[src/hw/nps_pkg.sv]
// shared constants for the program/erase/suspend sequencer
package nps_pkg;

    // command codes
    localparam logic [7:0] CMD_WRITE_ENABLE   = 8'h06;
    localparam logic [7:0] CMD_WRITE_DISABLE  = 8'h04;
    localparam logic [7:0] CMD_ENTER_ADDR4    = 8'hB7;
    localparam logic [7:0] CMD_EXIT_ADDR4     = 8'hE9;
    localparam logic [7:0] CMD_CLEAR_FLAGS    = 8'h50;
    localparam logic [7:0] CMD_SUSPEND        = 8'h75;
    localparam logic [7:0] CMD_RESUME         = 8'h7A;
    localparam logic [7:0] CMD_PAGE_PROG      = 8'h02;
    localparam logic [7:0] CMD_DUAL_PROG      = 8'hA2;
    localparam logic [7:0] CMD_XDUAL_PROG     = 8'hD2;
    localparam logic [7:0] CMD_QUAD_PROG      = 8'h32;
    localparam logic [7:0] CMD_XQUAD_PROG     = 8'h38;
    localparam logic [7:0] CMD_PAGE_PROG4     = 8'h12;
    localparam logic [7:0] CMD_QUAD_PROG4     = 8'h34;
    localparam logic [7:0] CMD_XQUAD_PROG4    = 8'h3E;
    localparam logic [7:0] CMD_SUBSECT_ERASE  = 8'h20;
    localparam logic [7:0] CMD_SUBSECT_ERASE4 = 8'h21;
    localparam logic [7:0] CMD_SECT_ERASE     = 8'hD8;
    localparam logic [7:0] CMD_SECT_ERASE4    = 8'hDC;
    localparam logic [7:0] CMD_DIE_ERASE      = 8'hC4;

    // link protocol select
    localparam logic [1:0] PROTO_EXTENDED = 2'h0;
    localparam logic [1:0] PROTO_DUAL     = 2'h1;
    localparam logic [1:0] PROTO_QUAD     = 2'h2;

    // array operation kinds on o_array_op
    localparam logic [1:0] AOP_NONE  = 2'h0;
    localparam logic [1:0] AOP_PROG  = 2'h1;
    localparam logic [1:0] AOP_ERASE = 2'h2;

    // erase writes ones only
    localparam logic [7:0] ERASE_FILL = 8'hFF;

    // flag status bit positions and power-up value
    localparam int          FLG_READY = 7;
    localparam int          FLG_ESUS  = 6;
    localparam int          FLG_EERR  = 5;
    localparam int          FLG_PERR  = 4;
    localparam int          FLG_PSUS  = 2;
    localparam int          FLG_PROT  = 1;
    localparam int          FLG_ADDR4 = 0;
    localparam logic [7:0]  FLAG_RESET = 8'h80;

    // timing
    localparam longint unsigned CLK_HZ                  = 64'd10_000_000;
    localparam longint unsigned PAGE_PROGRAM_TIME_US    = 64'd1_800;
    localparam longint unsigned SUBSECTOR_ERASE_TIME_MS = 64'd400;
    localparam longint unsigned SECTOR_ERASE_TIME_MS    = 64'd3_000;
    localparam longint unsigned DIE_ERASE_TIME_MS       = 64'd400_000;
    localparam longint unsigned SUSPEND_LATENCY_US      = 64'd30;
    localparam int              TIMER_W                 = 36;
    localparam logic [TIMER_W-1:0] SUSPEND_CYC =
        TIMER_W'(SUSPEND_LATENCY_US * CLK_HZ / 64'd1_000_000);

endpackage

[src/hw/nps_sequencer.sv]
// program, erase and suspend/resume sequencer behind the serial link
`timescale 1ns/1ps
module nps_sequencer #(
    parameter logic [nps_pkg::TIMER_W-1:0] PROG_CYC   = nps_pkg::TIMER_W'(nps_pkg::PAGE_PROGRAM_TIME_US
                                                         * nps_pkg::CLK_HZ / 64'd1_000_000),
    parameter logic [nps_pkg::TIMER_W-1:0] SSE_CYC    = nps_pkg::TIMER_W'(nps_pkg::SUBSECTOR_ERASE_TIME_MS
                                                         * nps_pkg::CLK_HZ / 64'd1_000),
    parameter logic [nps_pkg::TIMER_W-1:0] SE_CYC     = nps_pkg::TIMER_W'(nps_pkg::SECTOR_ERASE_TIME_MS
                                                         * nps_pkg::CLK_HZ / 64'd1_000),
    parameter logic [nps_pkg::TIMER_W-1:0] DIE_CYC    = nps_pkg::TIMER_W'(nps_pkg::DIE_ERASE_TIME_MS
                                                         * nps_pkg::CLK_HZ / 64'd1_000)
) (
    input  wire logic        i_sys_clk,
    input  wire logic        i_sys_rst,
    input  wire logic        i_link_clk,
    input  wire logic        i_link_cs_n,
    input  wire logic [3:0]  i_serial_data_lines,
    input  wire logic [1:0]  i_proto,
    input  wire logic        i_nv_addr4,
    input  wire logic        i_target_protected,
    input  wire logic        i_any_sector_locked,
    input  wire logic        i_array_fault,
    output logic             o_wip,
    output logic             o_wel,
    output logic [7:0]       o_flag_status,
    output logic [1:0]       o_array_op,
    output logic [31:0]      o_array_addr,
    output logic [7:0]       o_array_wdata,
    output logic             o_array_wstb
);
    import nps_pkg::*;

    if (PROG_CYC <= SUSPEND_CYC || SSE_CYC <= SUSPEND_CYC || SE_CYC <= SUSPEND_CYC || DIE_CYC == '0) begin : g_chk
        $error("operation times must exceed the suspend latency");
    end

    typedef enum logic [3:0] {
        ST_IDLE  = 4'b0001,
        ST_PROG  = 4'b0010,
        ST_ERASE = 4'b0100,
        ST_SWAIT = 4'b1000
    } nps_state_t;

    // link synchronisers: all three pins are foreign to i_sys_clk
    logic       clk_s1;
    logic       clk_s2;
    logic       clk_q;
    logic       cs_s1;
    logic       cs_s2;
    logic       cs_q;
    logic [3:0] dq_s1;
    logic [3:0] dq_s2;

    always_ff @(posedge i_sys_clk or posedge i_sys_rst) begin
        if (i_sys_rst) begin
            clk_s1 <= 1'b0;
            clk_s2 <= 1'b0;
            clk_q  <= 1'b0;
            cs_s1  <= 1'b1;
            cs_s2  <= 1'b1;
            cs_q   <= 1'b1;
            dq_s1  <= 4'h0;
            dq_s2  <= 4'h0;
        end else begin
            clk_s1 <= i_link_clk;
            clk_s2 <= clk_s1;
            clk_q  <= clk_s2;
            cs_s1  <= i_link_cs_n;
            cs_s2  <= cs_s1;
            cs_q   <= cs_s2;
            dq_s1  <= i_serial_data_lines;
            dq_s2  <= dq_s1;
        end
    end

    wire link_rise = clk_s2 & ~clk_q & ~cs_s2;
    wire cs_rise   = cs_s2 & ~cs_q;

    // frame shifter
    logic [7:0]  cmd;
    logic [7:0]  sh;
    logic [2:0]  bit_cnt;
    logic [2:0]  byte_cnt;
    logic [31:0] addr;
    logic        addr4;
    logic        strap_done;

    wire is_prog4  = (cmd == CMD_PAGE_PROG4) | (cmd == CMD_QUAD_PROG4) | (cmd == CMD_XQUAD_PROG4);
    wire is_prog   = is_prog4 | (cmd == CMD_PAGE_PROG) | (cmd == CMD_DUAL_PROG) | (cmd == CMD_XDUAL_PROG)
                     | (cmd == CMD_QUAD_PROG) | (cmd == CMD_XQUAD_PROG);
    wire is_sse    = (cmd == CMD_SUBSECT_ERASE) | (cmd == CMD_SUBSECT_ERASE4);
    wire is_se     = (cmd == CMD_SECT_ERASE) | (cmd == CMD_SECT_ERASE4);
    wire is_die    = (cmd == CMD_DIE_ERASE);
    wire is_erase  = is_sse | is_se | is_die;
    wire force4    = is_prog4 | (cmd == CMD_SUBSECT_ERASE4) | (cmd == CMD_SECT_ERASE4);
    wire [2:0] abytes = (force4 | addr4) ? 3'd4 : 3'd3;

    // lane count per phase; extended protocol widens only for the quad/dual program forms
    wire addr_quad = (cmd == CMD_XQUAD_PROG) | (cmd == CMD_XQUAD_PROG4);
    wire addr_dual = (cmd == CMD_XDUAL_PROG);
    wire data_quad = addr_quad | (cmd == CMD_QUAD_PROG) | (cmd == CMD_QUAD_PROG4);
    wire data_dual = addr_dual | (cmd == CMD_DUAL_PROG);
    wire in_addr   = (byte_cnt != 3'd0) && (byte_cnt <= abytes);
    wire in_data   = (byte_cnt > abytes);
    wire ext_quad  = (in_addr & addr_quad) | (in_data & data_quad);
    wire ext_dual  = (in_addr & addr_dual) | (in_data & data_dual);
    wire [2:0] lanes = (i_proto == PROTO_QUAD) ? 3'd4 : (i_proto == PROTO_DUAL) ? 3'd2 :
                       ext_quad ? 3'd4 : ext_dual ? 3'd2 : 3'd1;
    wire [7:0] next_sh = (lanes == 3'd4) ? {sh[3:0], dq_s2[3:0]} :
                         (lanes == 3'd2) ? {sh[5:0], dq_s2[1:0]} : {sh[6:0], dq_s2[0]};
    wire [2:0] next_bit_cnt = bit_cnt + lanes;
    wire       byte_done    = link_rise & (next_bit_cnt == 3'd0);

    always_ff @(posedge i_sys_clk or posedge i_sys_rst) begin
        if (i_sys_rst) begin
            sh       <= 8'h00;
            bit_cnt  <= 3'd0;
            byte_cnt <= 3'd0;
            cmd      <= 8'h00;
            addr     <= 32'h0000_0000;
        end else if (cs_s2) begin
            bit_cnt  <= 3'd0;
            byte_cnt <= 3'd0;
            addr     <= 32'h0000_0000; // else a 3-byte frame inherits the last frame's low byte as its top byte
        end else if (link_rise) begin
            sh      <= next_sh;
            bit_cnt <= next_bit_cnt;
            if (byte_done) begin
                if (byte_cnt != 3'd7) begin
                    byte_cnt <= byte_cnt + 3'd1;
                end
                if (byte_cnt == 3'd0) begin
                    cmd <= next_sh;
                end
                if (in_addr) begin
                    addr <= {addr[23:0], next_sh};
                end
            end
        end
    end

    // frame end decode: only whole bytes count
    wire aligned    = (bit_cnt == 3'd0) && (byte_cnt != 3'd0);
    wire exec       = cs_rise & aligned;
    wire prog_frame = is_prog & (byte_cnt > abytes);
    wire era_frame  = is_erase & (byte_cnt == abytes + 3'd1);

    // sequencer state
    nps_state_t         state;
    logic [TIMER_W-1:0] prog_rem;
    logic [TIMER_W-1:0] era_rem;
    logic [TIMER_W-1:0] lat_cnt;
    logic               era_die;
    logic               finish_only;
    logic               f_ready;
    logic               f_esus;
    logic               f_eerr;
    logic               f_perr;
    logic               f_psus;
    logic               f_prot;

    wire running   = (state != ST_IDLE);
    wire can_prog  = (state == ST_IDLE) & ~f_psus;
    wire can_erase = (state == ST_IDLE) & ~f_psus & ~f_esus;
    wire do_wren   = exec & ~running & (cmd == CMD_WRITE_ENABLE);
    wire do_wrdi   = exec & ~running & (cmd == CMD_WRITE_DISABLE);
    wire do_clr    = exec & ~running & (cmd == CMD_CLEAR_FLAGS);
    wire do_susp   = exec & ~finish_only & (cmd == CMD_SUSPEND)
                     & ((state == ST_PROG) | ((state == ST_ERASE) & ~era_die));
    wire do_resume = exec & (state == ST_IDLE) & (cmd == CMD_RESUME) & (f_psus | f_esus);
    wire prog_req  = exec & prog_frame & can_prog & o_wel;
    wire era_req   = exec & era_frame & can_erase & o_wel;
    wire era_block = is_die ? i_any_sector_locked : i_target_protected;
    wire prog_go   = prog_req & ~i_target_protected;
    wire era_go    = era_req & ~era_block;
    wire [TIMER_W-1:0] era_time = is_die ? DIE_CYC : is_se ? SE_CYC : SSE_CYC;
    wire [TIMER_W-1:0] cur_rem  = (state == ST_PROG) ? prog_rem : era_rem;
    wire late_susp = cur_rem <= SUSPEND_CYC;
    wire prog_end  = (state == ST_PROG) & (prog_rem == TIMER_W'(1));
    wire era_end   = (state == ST_ERASE) & (era_rem == TIMER_W'(1));
    wire swait_end = (state == ST_SWAIT) & (lat_cnt == TIMER_W'(1));

    // state and timers; a halted operation keeps its remaining count
    always_ff @(posedge i_sys_clk or posedge i_sys_rst) begin
        if (i_sys_rst) begin
            state       <= ST_IDLE;
            prog_rem    <= '0;
            era_rem     <= '0;
            lat_cnt     <= '0;
            era_die     <= 1'b0;
            finish_only <= 1'b0;
        end else begin
            if (prog_go) begin
                state    <= ST_PROG;
                prog_rem <= PROG_CYC;
            end else if (era_go) begin
                state   <= ST_ERASE;
                era_rem <= era_time;
                era_die <= is_die;
            end else if (do_susp && !late_susp) begin
                state   <= ST_SWAIT;
                lat_cnt <= SUSPEND_CYC;
            end else if (do_susp) begin
                finish_only <= 1'b1;
            end else if (do_resume) begin
                state <= f_psus ? ST_PROG : ST_ERASE;
            end else if (prog_end || era_end || swait_end) begin
                state       <= ST_IDLE;
                finish_only <= 1'b0;
            end else begin
                if (state == ST_PROG) begin
                    prog_rem <= prog_rem - TIMER_W'(1);
                end
                if (state == ST_ERASE) begin
                    era_rem <= era_rem - TIMER_W'(1);
                end
                if (state == ST_SWAIT) begin
                    lat_cnt <= lat_cnt - TIMER_W'(1);
                end
            end
        end
    end

    // fault is sampled on the last busy cycle; the operation runs its full time, then sets the error flag
    wire prog_fail = prog_end & i_array_fault;
    wire era_fail  = era_end & i_array_fault;

    // flags and latch; hardware sets win over the clear command
    always_ff @(posedge i_sys_clk or posedge i_sys_rst) begin
        if (i_sys_rst) begin
            f_ready <= FLAG_RESET[FLG_READY];
            f_esus  <= FLAG_RESET[FLG_ESUS];
            f_eerr  <= FLAG_RESET[FLG_EERR];
            f_perr  <= FLAG_RESET[FLG_PERR];
            f_psus  <= FLAG_RESET[FLG_PSUS];
            f_prot  <= FLAG_RESET[FLG_PROT];
            o_wel   <= 1'b0;
            o_wip   <= 1'b0;
        end else begin
            if (do_wren) begin
                o_wel <= 1'b1;
            end else if (do_wrdi || prog_end || era_end) begin
                o_wel <= 1'b0;
            end
            o_wip <= (prog_go | era_go | do_resume) | (o_wip & ~(prog_end | era_end | swait_end));
            if (prog_go || era_go || do_resume) begin
                f_ready <= 1'b0;
            end else if (prog_end || era_end || swait_end) begin
                f_ready <= 1'b1;
            end
            if (do_susp && state == ST_PROG) begin
                f_psus <= 1'b1;
            end else if (prog_end || (do_resume && f_psus)) begin
                f_psus <= 1'b0;
            end
            if (do_susp && state == ST_ERASE) begin
                f_esus <= 1'b1;
            end else if (era_end || (do_resume && !f_psus)) begin
                f_esus <= 1'b0;
            end
            f_prot <= (prog_req & i_target_protected) | (era_req & era_block) | (f_prot & ~do_clr);
            f_perr <= (prog_req & i_target_protected) | prog_fail | (f_perr & ~do_clr);
            f_eerr <= (era_req & era_block) | era_fail | (f_eerr & ~do_clr);
        end
    end

    // address mode: strap caught once after reset release, then commands steer it
    always_ff @(posedge i_sys_clk or posedge i_sys_rst) begin
        if (i_sys_rst) begin
            addr4      <= 1'b0;
            strap_done <= 1'b0;
        end else if (!strap_done) begin
            addr4      <= i_nv_addr4;
            strap_done <= 1'b1;
        end else if (exec && !running && cmd == CMD_ENTER_ADDR4) begin
            addr4 <= 1'b1;
        end else if (exec && !running && cmd == CMD_EXIT_ADDR4) begin
            addr4 <= 1'b0;
        end
    end

    // array side: page bytes staged as they arrive, erase drives ones only
    wire data_byte = byte_done & is_prog & in_data & can_prog & o_wel;

    always_ff @(posedge i_sys_clk or posedge i_sys_rst) begin
        if (i_sys_rst) begin
            o_array_op    <= AOP_NONE;
            o_array_addr  <= 32'h0000_0000;
            o_array_wdata <= 8'h00;
            o_array_wstb  <= 1'b0;
            o_flag_status <= FLAG_RESET;
        end else begin
            o_array_wstb <= data_byte;
            if (data_byte) begin
                o_array_wdata <= next_sh;
            end else if (era_go) begin
                o_array_wdata <= ERASE_FILL;
            end
            if (prog_go || era_go) begin
                o_array_addr <= addr;
            end
            o_array_op <= (state == ST_PROG) ? AOP_PROG : (state == ST_ERASE) ? AOP_ERASE : AOP_NONE;
            o_flag_status <= {f_ready, f_esus, f_eerr, f_perr, 1'b0, f_psus, f_prot, addr4};
        end
    end

endmodule

[config.mk]
export PLATFORM = sky130hd
export DESIGN_NAME = nps_sequencer
export DESIGN_NICKNAME = d
export VERILOG_FILES = /design/src/hw/nps_pkg.sv /design/src/hw/nps_sequencer.sv
export SDC_FILE = /design/constraint.sdc
export NUM_CORES = 1
export LEC_CHECK = 0
export BUFFER_PORTS_ARGS = -buffer_cell sky130_fd_sc_hd__buf_4
export CORE_MARGIN = 10
export CORE_UTILIZATION = 50
export DETAILED_ROUTE_END_ITERATION = 12
export PLACE_DENSITY_LB_ADDON = 0.12
export RECOVER_POWER = 50
export SLEW_MARGIN = 20
export SYNTH_ARGS = -nofsm -noshare
export SYNTH_HDL_FRONTEND = slang
export SYNTH_SLANG_ARGS = --single-unit
[constraint.sdc]
create_clock -name i_sys_clk -period 9.32 [get_ports i_sys_clk]
set_input_delay 1.864 -clock i_sys_clk [delete_from_list [all_inputs] [get_ports i_sys_clk]]
set_output_delay 1.864 -clock i_sys_clk [all_outputs]
set_load 0.02 [all_outputs]
# Word level (Yosys, flattened, before mapping)
# Cells that the tools add are included.
totals:
  output_inout_bits: 53
  reg_bits: 241
op_classes:
  magnitude_cmp: 3
  n_eq_ne: 49
  n_bitwise: 95
  mux: 64
  addsub: 6
  reduce_logical: 49
ops:
  columns: ["cell", "n"]
  rows:
  - ["36-bit 2-to-1 mux", 19]
  - ["32-bit 2-to-1 mux", 5]
  - ["36-bit by 1-bit == test with 1-bit output (second input constant)", 3]
  - ["36-bit by 1-bit subtractor with 36-bit output (second input constant)", 3]
  - ["8-bit == test (second input constant)", 7]
  - ["8-bit by 6-bit == test with 1-bit output (second input constant)", 6]
  - ["1-bit AND", 47]
  - ["36-bit by 9-bit <= comparator with 1-bit output (second input constant)", 1]
  - ["3-bit 2-to-1 mux", 11]
  - ["1-bit bitwise OR", 33]
  - ["8-bit 2-to-1 mux", 4]
  - ["2-bit nonzero test", 13]
  - ["25-bit 2-to-1 mux", 1]
  - ["8-bit by 7-bit == test with 1-bit output (second input constant)", 3]
  - ["4-bit 2-to-1 mux", 6]
  - ["6-bit AND reduction", 3]
  - ["8-bit by 3-bit == test with 1-bit output (second input constant)", 2]
  - ["1-bit 2-to-1 mux", 15]
  - ["1-bit NOT", 15]
  - ["2-bit != test (second input constant)", 7]
  - ["2-bit by 1-bit != test with 1-bit output (second input constant)", 6]
  - ["1-bit logical AND", 10]
  - ["3-bit logical NOT", 3]
  - ["8-bit by 2-bit == test with 1-bit output (second input constant)", 1]
  - ["26 further kinds", 42]

# Logic depth before layout (Yosys ltp)
# Gate-level depths: netlist of the first run.
logic_depth:
  depth_word: 23
  mapped_depth: 22

# Worst setup path after synthesis of the first run
# Ideal clock, no wire load.
synth_path:
  path_kind: "reg2reg"
  from: "register cmd[7]"
  to: "register addr[25]"
  stages_incl_launch_ff: 23
  path_slack_ns: 4.515
  setup_time_ns: 0.125
  n_path_buf: 2
  t_arrival_ns: 4.680
  path_cell_list: "dfrtp_1 > clkbuf_1 > or2_2 > or3_1 > nor2_1 > a21oi_1 > nand2_1 > a221o_1 > inv_1 > ha_1 > a21oi_1 > a21boi_0 > a22oi_1 > o211ai_1 > nor2_1 > ha_1 > inv_1 > fa_1 > nor3b_1 > and3_1 > nand3_1 > buf_2 > mux2_2"
synth_between:
  elab_chain_len: 20
synth_lines:
  columns: ["element", "line_no", "rtl"]
  rows:
  - ["start, declared", "nps_sequencer.sv:80", "logic [7:0] cmd;"]
  - ["start signal, assigned", "nps_sequencer.sv:133", "cmd <= next_sh;"]
  - ["8-bit by 5-bit == test with 1-bit output or 8-bit by 6-bit == test with 1-bit output (tied branches)", "nps_sequencer.sv:88, nps_sequencer.sv:101", null]
  - ["1-bit bitwise OR (2 in a row)", "nps_sequencer.sv:88", "wire is_prog4 = (cmd == CMD_PAGE_PROG4) | (cmd == CMD_QUAD_PROG4) | (cmd == CMD_XQUAD_PROG4);"]
  - ["1-bit bitwise OR (2 in a row)", "nps_sequencer.sv:95", "wire force4 = is_prog4 | (cmd == CMD_SUBSECT_ERASE4) | (cmd == CMD_SECT_ERASE4);"]
  - ["1-bit bitwise OR", "nps_sequencer.sv:96", "wire [2:0] abytes = (force4 | addr4) ? 3'd4 : 3'd3;"]
  - ["3-bit 2-to-1 mux", "nps_sequencer.sv:96", null]
  - ["3-bit <= comparator", "nps_sequencer.sv:103", "wire in_addr = (byte_cnt != 3'd0) && (byte_cnt <= abytes);"]
  - ["1-bit logical AND", "nps_sequencer.sv:103", null]
  - ["1-bit AND", "nps_sequencer.sv:106", "wire ext_dual = (in_addr & addr_dual) | (in_data & data_dual);"]
  - ["1-bit bitwise OR", "nps_sequencer.sv:106", null]
  - ["2-bit 2-to-1 mux", "nps_sequencer.sv:108", "ext_quad ? 3'd4 : ext_dual ? 3'd2 : 3'd1;"]
  - ["3-bit 2-to-1 mux", "nps_sequencer.sv:108", null]
  - ["3-bit 2-to-1 mux (2 in a row)", "nps_sequencer.sv:107", "wire [2:0] lanes = (i_proto == PROTO_QUAD) ? 3'd4 : (i_proto == PROTO_DUAL) ? 3'd2 :"]
  - ["3-bit adder", "nps_sequencer.sv:111", "wire [2:0] next_bit_cnt = bit_cnt + lanes;"]
  - ["3-bit logical NOT", "nps_sequencer.sv:112", "wire byte_done = link_rise & (next_bit_cnt == 3'd0);"]
  - ["1-bit AND", "nps_sequencer.sv:112", null]
  - ["2-bit nonzero test (no line)", null, null]
  - ["3-bit AND reduction (no line) (*)", null, null]
  - ["end signal, assigned", "nps_sequencer.sv:136", "addr <= {addr[23:0], next_sh};"]
  - ["end, declared", "nps_sequencer.sv:84", "logic [31:0] addr;"]
# Mark *: on every way between the ends. The rest lies on a longest branch, timed or not.
# A chain may end at the register's enable or synchronous reset.

# Final worst setup path of the first run
layout_path:
  from: "register cmd[6]"
  to: "register addr[18]"
# Same word-level chain as after synthesis.

==> impl_metrics.xml, run 1 <==
<?xml version="1.0" encoding="UTF-8"?>
<metrics>
  <group name="sta">
    <metric name="setup_tns" unit="ns">0</metric>
    <metric name="tightest_slew_margin_relative_to_the_limit" unit="">-1.87</metric>
    <metric name="timing.final.hold_violations" unit="">0</metric>
    <metric name="worst_clock_skew" unit="ns">0.00824</metric>
    <metric name="fmax" unit="GHz">0.162</metric>
    <metric name="worst_slew_pin_slew" unit="ns">4.28</metric>
    <metric name="final_min_period_over_clock_period" unit="">0.664</metric>
    <metric name="unrepaired_setup_endpoints_after_global_routing" unit="">false</metric>
    <metric name="final_period_minus_worst_setup_slack" unit="ns">6.19</metric>
    <metric name="timing.final.max_slew_violations" unit="">98</metric>
    <metric name="setup_viol" unit="">0</metric>
  </group>
  <group name="min_path">
    <metric name="min-delay-path-class" unit="">flop to flop</metric>
  </group>
  <group name="synthesis">
    <metric name="ys_top_cells_by_count" unit="">dfrtp_1 (235), nor2_1 (129), mux2_2 (64), nand2_1 (58), a21oi_1 (45)</metric>
    <metric name="postSynthNetCount" unit="">1187</metric>
    <metric name="netlist_instances" unit="">1159</metric>
    <metric name="netlist_top_cells_area" unit="">dfrtp_1 (49%), mux2_2 (6.0%), nor2_1 (4.0%)</metric>
    <metric name="yosys.area.top_type" unit="">dfrtp_1</metric>
    <metric name="synth_edf_count" unit="">0</metric>
    <metric name="synthesis.area_per_instance" unit="µm²">10.3</metric>
    <metric name="synth.yosys.warnings" unit="">0</metric>
    <metric name="prevailing_post_synth_register_cell" unit="">dfrtp_1</metric>
    <metric name="async_flop_share" unit="">1.00</metric>
    <metric name="share_of_the_yosys_chip_area_belonging_to_registers" unit="">0.504</metric>
    <metric name="synth_cell_type_count" unit="">79</metric>
    <metric name="yosys_register_bits" unit="">241</metric>
    <metric name="synth.most_common_cell" unit="">dfrtp_1</metric>
    <metric name="syn-cell-area" unit="µm²">12000</metric>
    <metric name="yosysTopAreaCellShare" unit="">0.491</metric>
  </group>
  <group name="final_layout">
    <metric name="final-instance-count-excl-fill" unit="">1551</metric>
    <metric name="design.final.nets" unit="">1239</metric>
    <metric name="areaGrowthSynthToFinish" unit="%">12.2</metric>
    <metric name="antenna_cells" unit="">0</metric>
    <metric name="drive_above_1_share" unit="">0.144</metric>
  </group>
  <group name="global_routing">
    <metric name="first_global_vias" unit="">8721</metric>
    <metric name="grt-ovfl-total" unit="">0</metric>
    <metric name="global_route_usage_over_all_layers" unit="">0.178</metric>
    <metric name="initial_antenna_violation_count" unit="">0</metric>
    <metric name="largest_net_degree_at_the_start_of_global_routing" unit="">98</metric>
    <metric name="grt_pass1_wl" unit="µm">46100</metric>
  </group>
  <group name="power">
    <metric name="vdd_drop_max" unit="µV">150</metric>
    <metric name="power.density_cell_area" unit="nW/µm²">179</metric>
    <metric name="leakage" unit="µW">0.00597</metric>
  </group>
  <group name="clocking">
    <metric name="root_buffer" unit="">clkbuf_16</metric>
    <metric name="total_number_of_clock_tree_sinks" unit="">241</metric>
    <metric name="clk_transition_reported_paths" unit="ns">0.06</metric>
    <metric name="ctsHtreeMaxLevel" unit="">1</metric>
    <metric name="post_cts.repair.setup_buffers" unit="">0</metric>
    <metric name="numCtsBuffers" unit="">27</metric>
    <metric name="cts_resized" unit="">0</metric>
    <metric name="cts_buffer_depth" unit="">3</metric>
    <metric name="cts_tree" unit="">done</metric>
    <metric name="post_cts_hold_buffer_count" unit="">0</metric>
    <metric name="insertion_delay" unit="ns">0.54</metric>
  </group>
  <group name="routing">
    <metric name="detail-route-antenna-nets" unit="">0</metric>
    <metric name="average_vias_per_placed_instance" unit="">5.71</metric>
    <metric name="drt_iter0_markers" unit="">650</metric>
    <metric name="routed_wire_length" unit="µm">27500</metric>
    <metric name="route.vias.total" unit="">8861</metric>
    <metric name="firstDrtPassIters" unit="">5</metric>
    <metric name="drc" unit="">0</metric>
    <metric name="wl_per_cell" unit="µm">17.7</metric>
  </group>
  <group name="worst_setup_path">
    <metric name="endpoint_of_the_most_critical_register_to_register_path" unit="">addr[18]</metric>
    <metric name="crit_fanout" unit="">32</metric>
    <metric name="r2r-start" unit="">cmd[6]</metric>
    <metric name="cp_data_arrival_time" unit="ns">6.61</metric>
    <metric name="worstSetupStartpointType" unit="">flop</metric>
    <metric name="timing.critical_path.to_type" unit="">flop</metric>
    <metric name="critical_path.endpoint" unit="">addr[18]</metric>
    <metric name="worstPathBufferInverterCount" unit="">2</metric>
    <metric name="critical_path_required" unit="ns">9.73</metric>
    <metric name="class_of_the_most_critical_setup_path" unit="">flop to flop</metric>
    <metric name="critPathLaunch" unit="">cmd[6]</metric>
    <metric name="cp_cell_sequence" unit="">nor4bb_1 &gt; nand3_1 &gt; nand2_1 &gt; a221o_1 &gt; inv_1 &gt; ha_1 &gt; a21oi_1 &gt; a21boi_0 &gt; a22oi_1 &gt; o211ai_1 &gt; nor2_1 &gt; ha_1 &gt; inv_1 &gt; fa_1 &gt; nor3b_1 &gt; and3_1 &gt; nand3_2 &gt; mux2_2</metric>
    <metric name="worst_case_register_to_register_setup_slack" unit="ns">3.13</metric>
    <metric name="critical_path.top_delay_family" unit="">simple AND/OR/NAND/NOR gates</metric>
    <metric name="critical-path-slowest-cell" unit="">nand3_2</metric>
    <metric name="timing.critical_path.slowest_cell_delay" unit="ns">0.69</metric>
    <metric name="r2r_cells" unit="">18</metric>
    <metric name="worst-path-stages" unit="">18</metric>
  </group>
  <group name="placement">
    <metric name="hpwl" unit="µm">18500</metric>
    <metric name="dpl.cell_count" unit="">1501</metric>
    <metric name="gpl.final_weighted_congestion" unit="">0.912</metric>
    <metric name="port_buffers" unit="">65</metric>
  </group>
  <group name="die">
    <metric name="total_die_area" unit="µm²">30600</metric>
    <metric name="dieHeight" unit="µm">175</metric>
    <metric name="initial_utilization" unit="">0.509</metric>
    <metric name="die_x" unit="µm">175</metric>
    <metric name="io_pins" unit="">67</metric>
    <metric name="rows" unit="">56</metric>
    <metric name="floorplan.core_area" unit="µm²">23500</metric>
  </group>
  <group name="run">
    <metric name="drv_cap" unit="">1</metric>
  </group>
  <group name="outcome">
    <metric name="outcome" unit="">complete, but fails checks</metric>
    <metric name="violations" unit="">max-capacitance violations, max-slew violations</metric>
  </group>
</metrics>
-- worst min-delay path by stage --
stage	startpoint	endpoint	slack, ns	cells past startpoint
final	dq_s1[2]	dq_s2[2]	0.35	0
after global routing	clk_s1	clk_s2	0.35	0
after CTS	clk_s1	clk_s2	0.35	0
after detailed placement	clk_s1	clk_s2	0.33	0
after global placement	dq_s1[0]	dq_s2[0]	0.33	0
after floorplan	clk_s1	clk_s2	0.33	0
-- cell type report --
class	count	area, µm²
fill	2141	10100
sequential	241	6040
multi-input combinational	838	5660
clock buffer	37	783
tap	319	399
timing repair buffer	73	349
inverter	30	114
clock inverter	13	101
-- state kept, by name, indices dropped and copies added, names as in the netlist, 2 cells and up --
signal / cells
o_array_op: 2
sh: 7
bit_cnt: 3
cmd: 8
addr: 32
byte_cnt: 3
o_array_addr: 32
dq_s1: 4
lat_cnt: 36
prog_rem: 36
dq_s2: 4
era_rem: 36
o_array_wdata: 8
o_flag_status: 7
state: 4
-- cell usage in the layout, fill, tap and decap left out, types with 22 or more instances in the layout --
cell type,netlist,final
xor2_1,41,41
nand3_1,37,36
nor2_1,129,129
a21oi_1,45,45
mux2i_1,33,33
xnor2_1,41,41
nor2b_1,29,29
clkbuf_1,35,56
nor4_1,38,38
nand4_1,29,29
o21ai_0,33,33
or4_1,27,27
nor3_1,44,43
mux2_2,64,64
nand2b_1,22,22
nand2_1,58,58
dfrtp_1,235,235
inv_1,28,27
clkbuf_16,0,27
-- power breakdown --
group / switching, µW / internal (µW)
Sequential: 66.6 / 1090
Clock: 430 / 615
Combinational: 127 / 77.3
-- kinds of logic (layout without fill, tap and decap cells) --
logic type / after synthesis / in the layout / synth area share
AND/OR/NAND/NOR: 505 / 505 / 0.231
flip-flops: 241 / 241 / 0.504
AO/OA/AOI/OAI: 138 / 138 / 0.0745
multiplexers: 97 / 97 / 0.0877
XOR/XNOR: 82 / 82 / 0.0599
buffers and inverters: 80 / 153 / 0.0266
adder cells (fa/ha/maj): 14 / 14 / 0.0152
other: 2 / 2 / 0.000627
-- metrics by stage --
| stage | instance area (µm²) | total power (µW) | setup WS [ns] | hold slack [ns] | utilization |
|---|---|---|---|---|---|
| 2_1_floorplan | 12000 | 1310 | 0.849 | 0.331 | - |
| 3_3_place_gp | 12800 | 1370 | 3.49 | 0.332 | 0.542 |
| 3_5_place_dp | 12800 | 1380 | 3.23 | 0.335 | 0.542 |
| 4_1_cts | 13600 | 2430 | 3.18 | 0.349 | 0.579 |
| 5_1_grt | 13400 | 2510 | 2.50 | 0.351 | 0.571 |
| 6_report | 13400 | 2400 | 3.13 | 0.348 | 0.571 |
-- metal layers --
| metal | global-route usage | vias up | routed length [µm] |
|---|---|---|---|
| li1 | - | 4278 | - |
| met3 | 0.0263 | 47 | 878 |
| met2 | 0.283 | 156 | 12800 |
| met1 | 0.249 | 4380 | 13200 |
| met4 | 0.0466 | 0 | 629 |
| met5 | 0 | - | 0 |
Note: power is estimated with default switching activity, not from simulation.
==> inputs of run 2 (changes only) <==
- clock period: 9.32 -> 5.45 ns (I/O delays scaled with it)
==> run 2 against run 1 <==
Against the previous run: the flow still finishes with violations (max-capacitance violations, max-slew violations); die area did not move; critical endpoint is now addr[16]; critical path type unchanged; register-to-register slack got worse by 2.7 ns; cell area rose by 2.3%; combinational power rose by 100%; count of clock-buffer cells in the layout rose by 6; worst hold slack improved by 0.00083 ns; sequential share of layout area fell by 0.99 points; routed wire length fell by 0.98%.
==> impl_metrics.xml, run 2 (synthesized netlist as in run 1, its figures left out) <==
<?xml version="1.0" encoding="UTF-8"?>
<metrics>
  <group name="global_routing">
    <metric name="initial_antenna_violation_count" unit="">0</metric>
    <metric name="grt_pass1_wl" unit="µm">45900</metric>
    <metric name="first_global_vias" unit="">8803</metric>
    <metric name="grt-ovfl-total" unit="">0</metric>
    <metric name="global_route_usage_over_all_layers" unit="">0.176</metric>
    <metric name="largest_net_degree_at_the_start_of_global_routing" unit="">162</metric>
  </group>
  <group name="power">
    <metric name="p_int" unit="µW">3090</metric>
    <metric name="leakage" unit="µW">0.00622</metric>
    <metric name="switching_power" unit="µW">1050</metric>
    <metric name="power.density_cell_area" unit="nW/µm²">301</metric>
    <metric name="combinationalPowerShare" unit="">0.099</metric>
    <metric name="vdd_drop_max" unit="µV">191</metric>
    <metric name="p_clk_frac" unit="">0.430</metric>
    <metric name="seq_power_share" unit="">0.471</metric>
    <metric name="switching_share" unit="">0.254</metric>
  </group>
  <group name="routing">
    <metric name="drc" unit="">0</metric>
    <metric name="firstDrtPassIters" unit="">5</metric>
    <metric name="wl_per_cell" unit="µm">17.4</metric>
    <metric name="routed_wire_length" unit="µm">27200</metric>
    <metric name="route.vias.total" unit="">8858</metric>
    <metric name="average_vias_per_placed_instance" unit="">5.65</metric>
    <metric name="drt_iter0_markers" unit="">649</metric>
    <metric name="detail-route-antenna-nets" unit="">0</metric>
  </group>
  <group name="clocking">
    <metric name="numCtsBuffers" unit="">27</metric>
    <metric name="total_number_of_clock_tree_sinks" unit="">241</metric>
    <metric name="ctsHtreeMaxLevel" unit="">1</metric>
    <metric name="insertion_delay" unit="ns">0.53</metric>
    <metric name="clk_transition_reported_paths" unit="ns">0.06</metric>
    <metric name="root_buffer" unit="">clkbuf_16</metric>
    <metric name="cts_tree" unit="">done</metric>
    <metric name="cts_buffer_depth" unit="">3</metric>
  </group>
  <group name="final_layout">
    <metric name="fill_cell_total_of_the_finished_layout" unit="">2124</metric>
    <metric name="final-instance-count-excl-fill" unit="">1567</metric>
    <metric name="reg_top3" unit="">era_rem (36), lat_cnt (36), prog_rem (36)</metric>
    <metric name="antenna_cells" unit="">0</metric>
    <metric name="layout_commonest_cell" unit="">dfrtp_1</metric>
    <metric name="layout.cell_area.non_filler" unit="µm²">13700</metric>
    <metric name="areaGrowthSynthToFinish" unit="%">14.7</metric>
    <metric name="drive_above_1_share" unit="">0.190</metric>
    <metric name="design.final.nets" unit="">1255</metric>
    <metric name="layout_common_cells" unit="">dfrtp_1 (235), nor2_1 (129), buf_4 (70)</metric>
  </group>
  <group name="die">
    <metric name="total_die_area" unit="µm²">30600</metric>
    <metric name="die_x" unit="µm">175</metric>
    <metric name="dieHeight" unit="µm">175</metric>
    <metric name="io_pins" unit="">67</metric>
    <metric name="floorplan.core_area" unit="µm²">23500</metric>
    <metric name="rows" unit="">56</metric>
    <metric name="initial_utilization" unit="">0.509</metric>
  </group>
  <group name="sta">
    <metric name="final_min_period_over_clock_period" unit="">0.925</metric>
    <metric name="holdWs" unit="ns">0.348</metric>
    <metric name="fmax" unit="GHz">0.198</metric>
    <metric name="unrepaired_setup_endpoints_after_global_routing" unit="">false</metric>
    <metric name="timing.final.hold_violations" unit="">0</metric>
    <metric name="tightest_slew_margin_relative_to_the_limit" unit="">-1.61</metric>
    <metric name="worst_slew_pin_slew" unit="ns">3.92</metric>
    <metric name="setup_viol" unit="">0</metric>
    <metric name="timing.final.max_slew_violations" unit="">203</metric>
    <metric name="setup_tns" unit="ns">0</metric>
    <metric name="final_period_minus_worst_setup_slack" unit="ns">5.04</metric>
    <metric name="postLayoutSetupSlackWorst" unit="ns">0.407</metric>
    <metric name="worst_clock_skew" unit="ns">0.0180</metric>
  </group>
  <group name="worst_setup_path">
    <metric name="worstSetupStartpointType" unit="">flop</metric>
    <metric name="critical_path_required" unit="ns">5.86</metric>
    <metric name="cp_data_arrival_time" unit="ns">5.45</metric>
    <metric name="crit_fanout" unit="">32</metric>
    <metric name="worstPathBufferInverterCount" unit="">5</metric>
    <metric name="timing.critical_path.slowest_cell_delay" unit="ns">0.46</metric>
    <metric name="timing.critical_path.to_type" unit="">flop</metric>
    <metric name="critical_path.top_delay_family" unit="">simple AND/OR/NAND/NOR gates</metric>
    <metric name="critical-path-slowest-cell" unit="">fa_1</metric>
    <metric name="class_of_the_most_critical_setup_path" unit="">flop to flop</metric>
    <metric name="cp_cell_sequence" unit="">buf_4 &gt; nor4bb_1 &gt; nand3_1 &gt; nand2_1 &gt; a221o_1 &gt; inv_1 &gt; ha_1 &gt; a21oi_1 &gt; a21boi_0 &gt; a22oi_2 &gt; o211ai_1 &gt; nor2_1 &gt; ha_1 &gt; inv_1 &gt; fa_1 &gt; nor3b_1 &gt; buf_4 &gt; and3_1 &gt; nand3_2 &gt; buf_6 &gt; mux2_2</metric>
  </group>
  <group name="outcome">
    <metric name="violations" unit="">max-capacitance violations, max-slew violations</metric>
    <metric name="outcome" unit="">complete, but fails checks</metric>
  </group>
  <group name="placement">
    <metric name="port_buffers" unit="">65</metric>
    <metric name="dpl.cell_count" unit="">1517</metric>
    <metric name="pre_cts_ws" unit="ns">0.253</metric>
    <metric name="dpl-instance-area" unit="µm²">12900</metric>
    <metric name="gpl.final_weighted_congestion" unit="">0.930</metric>
    <metric name="hpwl" unit="µm">18600</metric>
  </group>
  <group name="run">
    <metric name="drv_cap" unit="">2</metric>
  </group>
  <group name="min_path">
    <metric name="min-delay-path-class" unit="">flop to flop</metric>
  </group>
</metrics>
==> run 2: final timing paths <==
path,to,startpoint,cells after the start,slack (ns)
hold reg to reg,clk_s2,clk_s1,0,0.35
setup reg to reg,addr[16],cmd[6],21,0.41
min in group asynchronous,lat_cnt[33],i_sys_rst,3,2.11
setup / recovery,addr[16],cmd[6],21,0.41
hold / removal,clk_s2,clk_s1,0,0.35
max in group asynchronous,o_flag_status[2],i_sys_rst,4,0.95
==> run 2: repair_timing <==
action | CTS | global route
endpoints found under the setup margin | 0 | 46
setup buffers | 0 | 0
hold buffers | 0 | 0
resized for setup | 0 | 3
==> run 2: layer usage <==
layer	track usage	routed length, µm	vias to the layer above
met5	0	0	-
met4	0.0332	269	0
met3	0.0254	920	21
met2	0.288	13000	147
met1	0.244	13000	4387
li1	-	-	4303
==> run 2: power by group through the flow <==
| stage | clock [µW] | combinational (µW) | sequential, µW |
|---|---|---|---|
| 2_1_floorplan | 0 | 297 | 1950 |
| 3_3_place_gp | 0 | 399 | 1970 |
| 3_5_place_dp | 0 | 410 | 1980 |
| 4_1_cts | 1830 | 411 | 1940 |
| 5_1_grt | 1900 | 458 | 1960 |
| 6_report | 1780 | 410 | 1950 |
==> run 2: through the flow <==
step	util	power [µW]
2_1_floorplan	-	2240
3_3_place_gp	0.547	2370
3_5_place_dp	0.547	2390
4_1_cts	0.585	4180
5_1_grt	0.584	4320
6_report	0.584	4140
==> run 2: final cells by class <==
class	instances	area [µm²]	area share
multi-input combinational	838	5670	0.412
clock inverter	7	68.8	0.00501
timing repair buffer	89	639	0.0465
inverter	30	114	0.00828
sequential	241	6040	0.439
clock buffer	43	816	0.0594
tap	319	399	0.0290
==> run 2: worst reg2reg max path: stages (launching register included) <==
cell and delay [ns]:
dfrtp_1 0.33, buf_4 0.16, nor4bb_1 0.40, nand3_1 0.29, nand2_1 0.13, a221o_1 0.18, inv_1 0.07, ha_1 0.32
a21oi_1 0.22, a21boi_0 0.22, a22oi_2 0.30, o211ai_1 0.14, nor2_1 0.19, ha_1 0.19, inv_1 0.05, fa_1 0.46
nor3b_1 0.16, buf_4 0.17, and3_1 0.18, nand3_2 0.07, buf_6 0.30, mux2_2 0.40
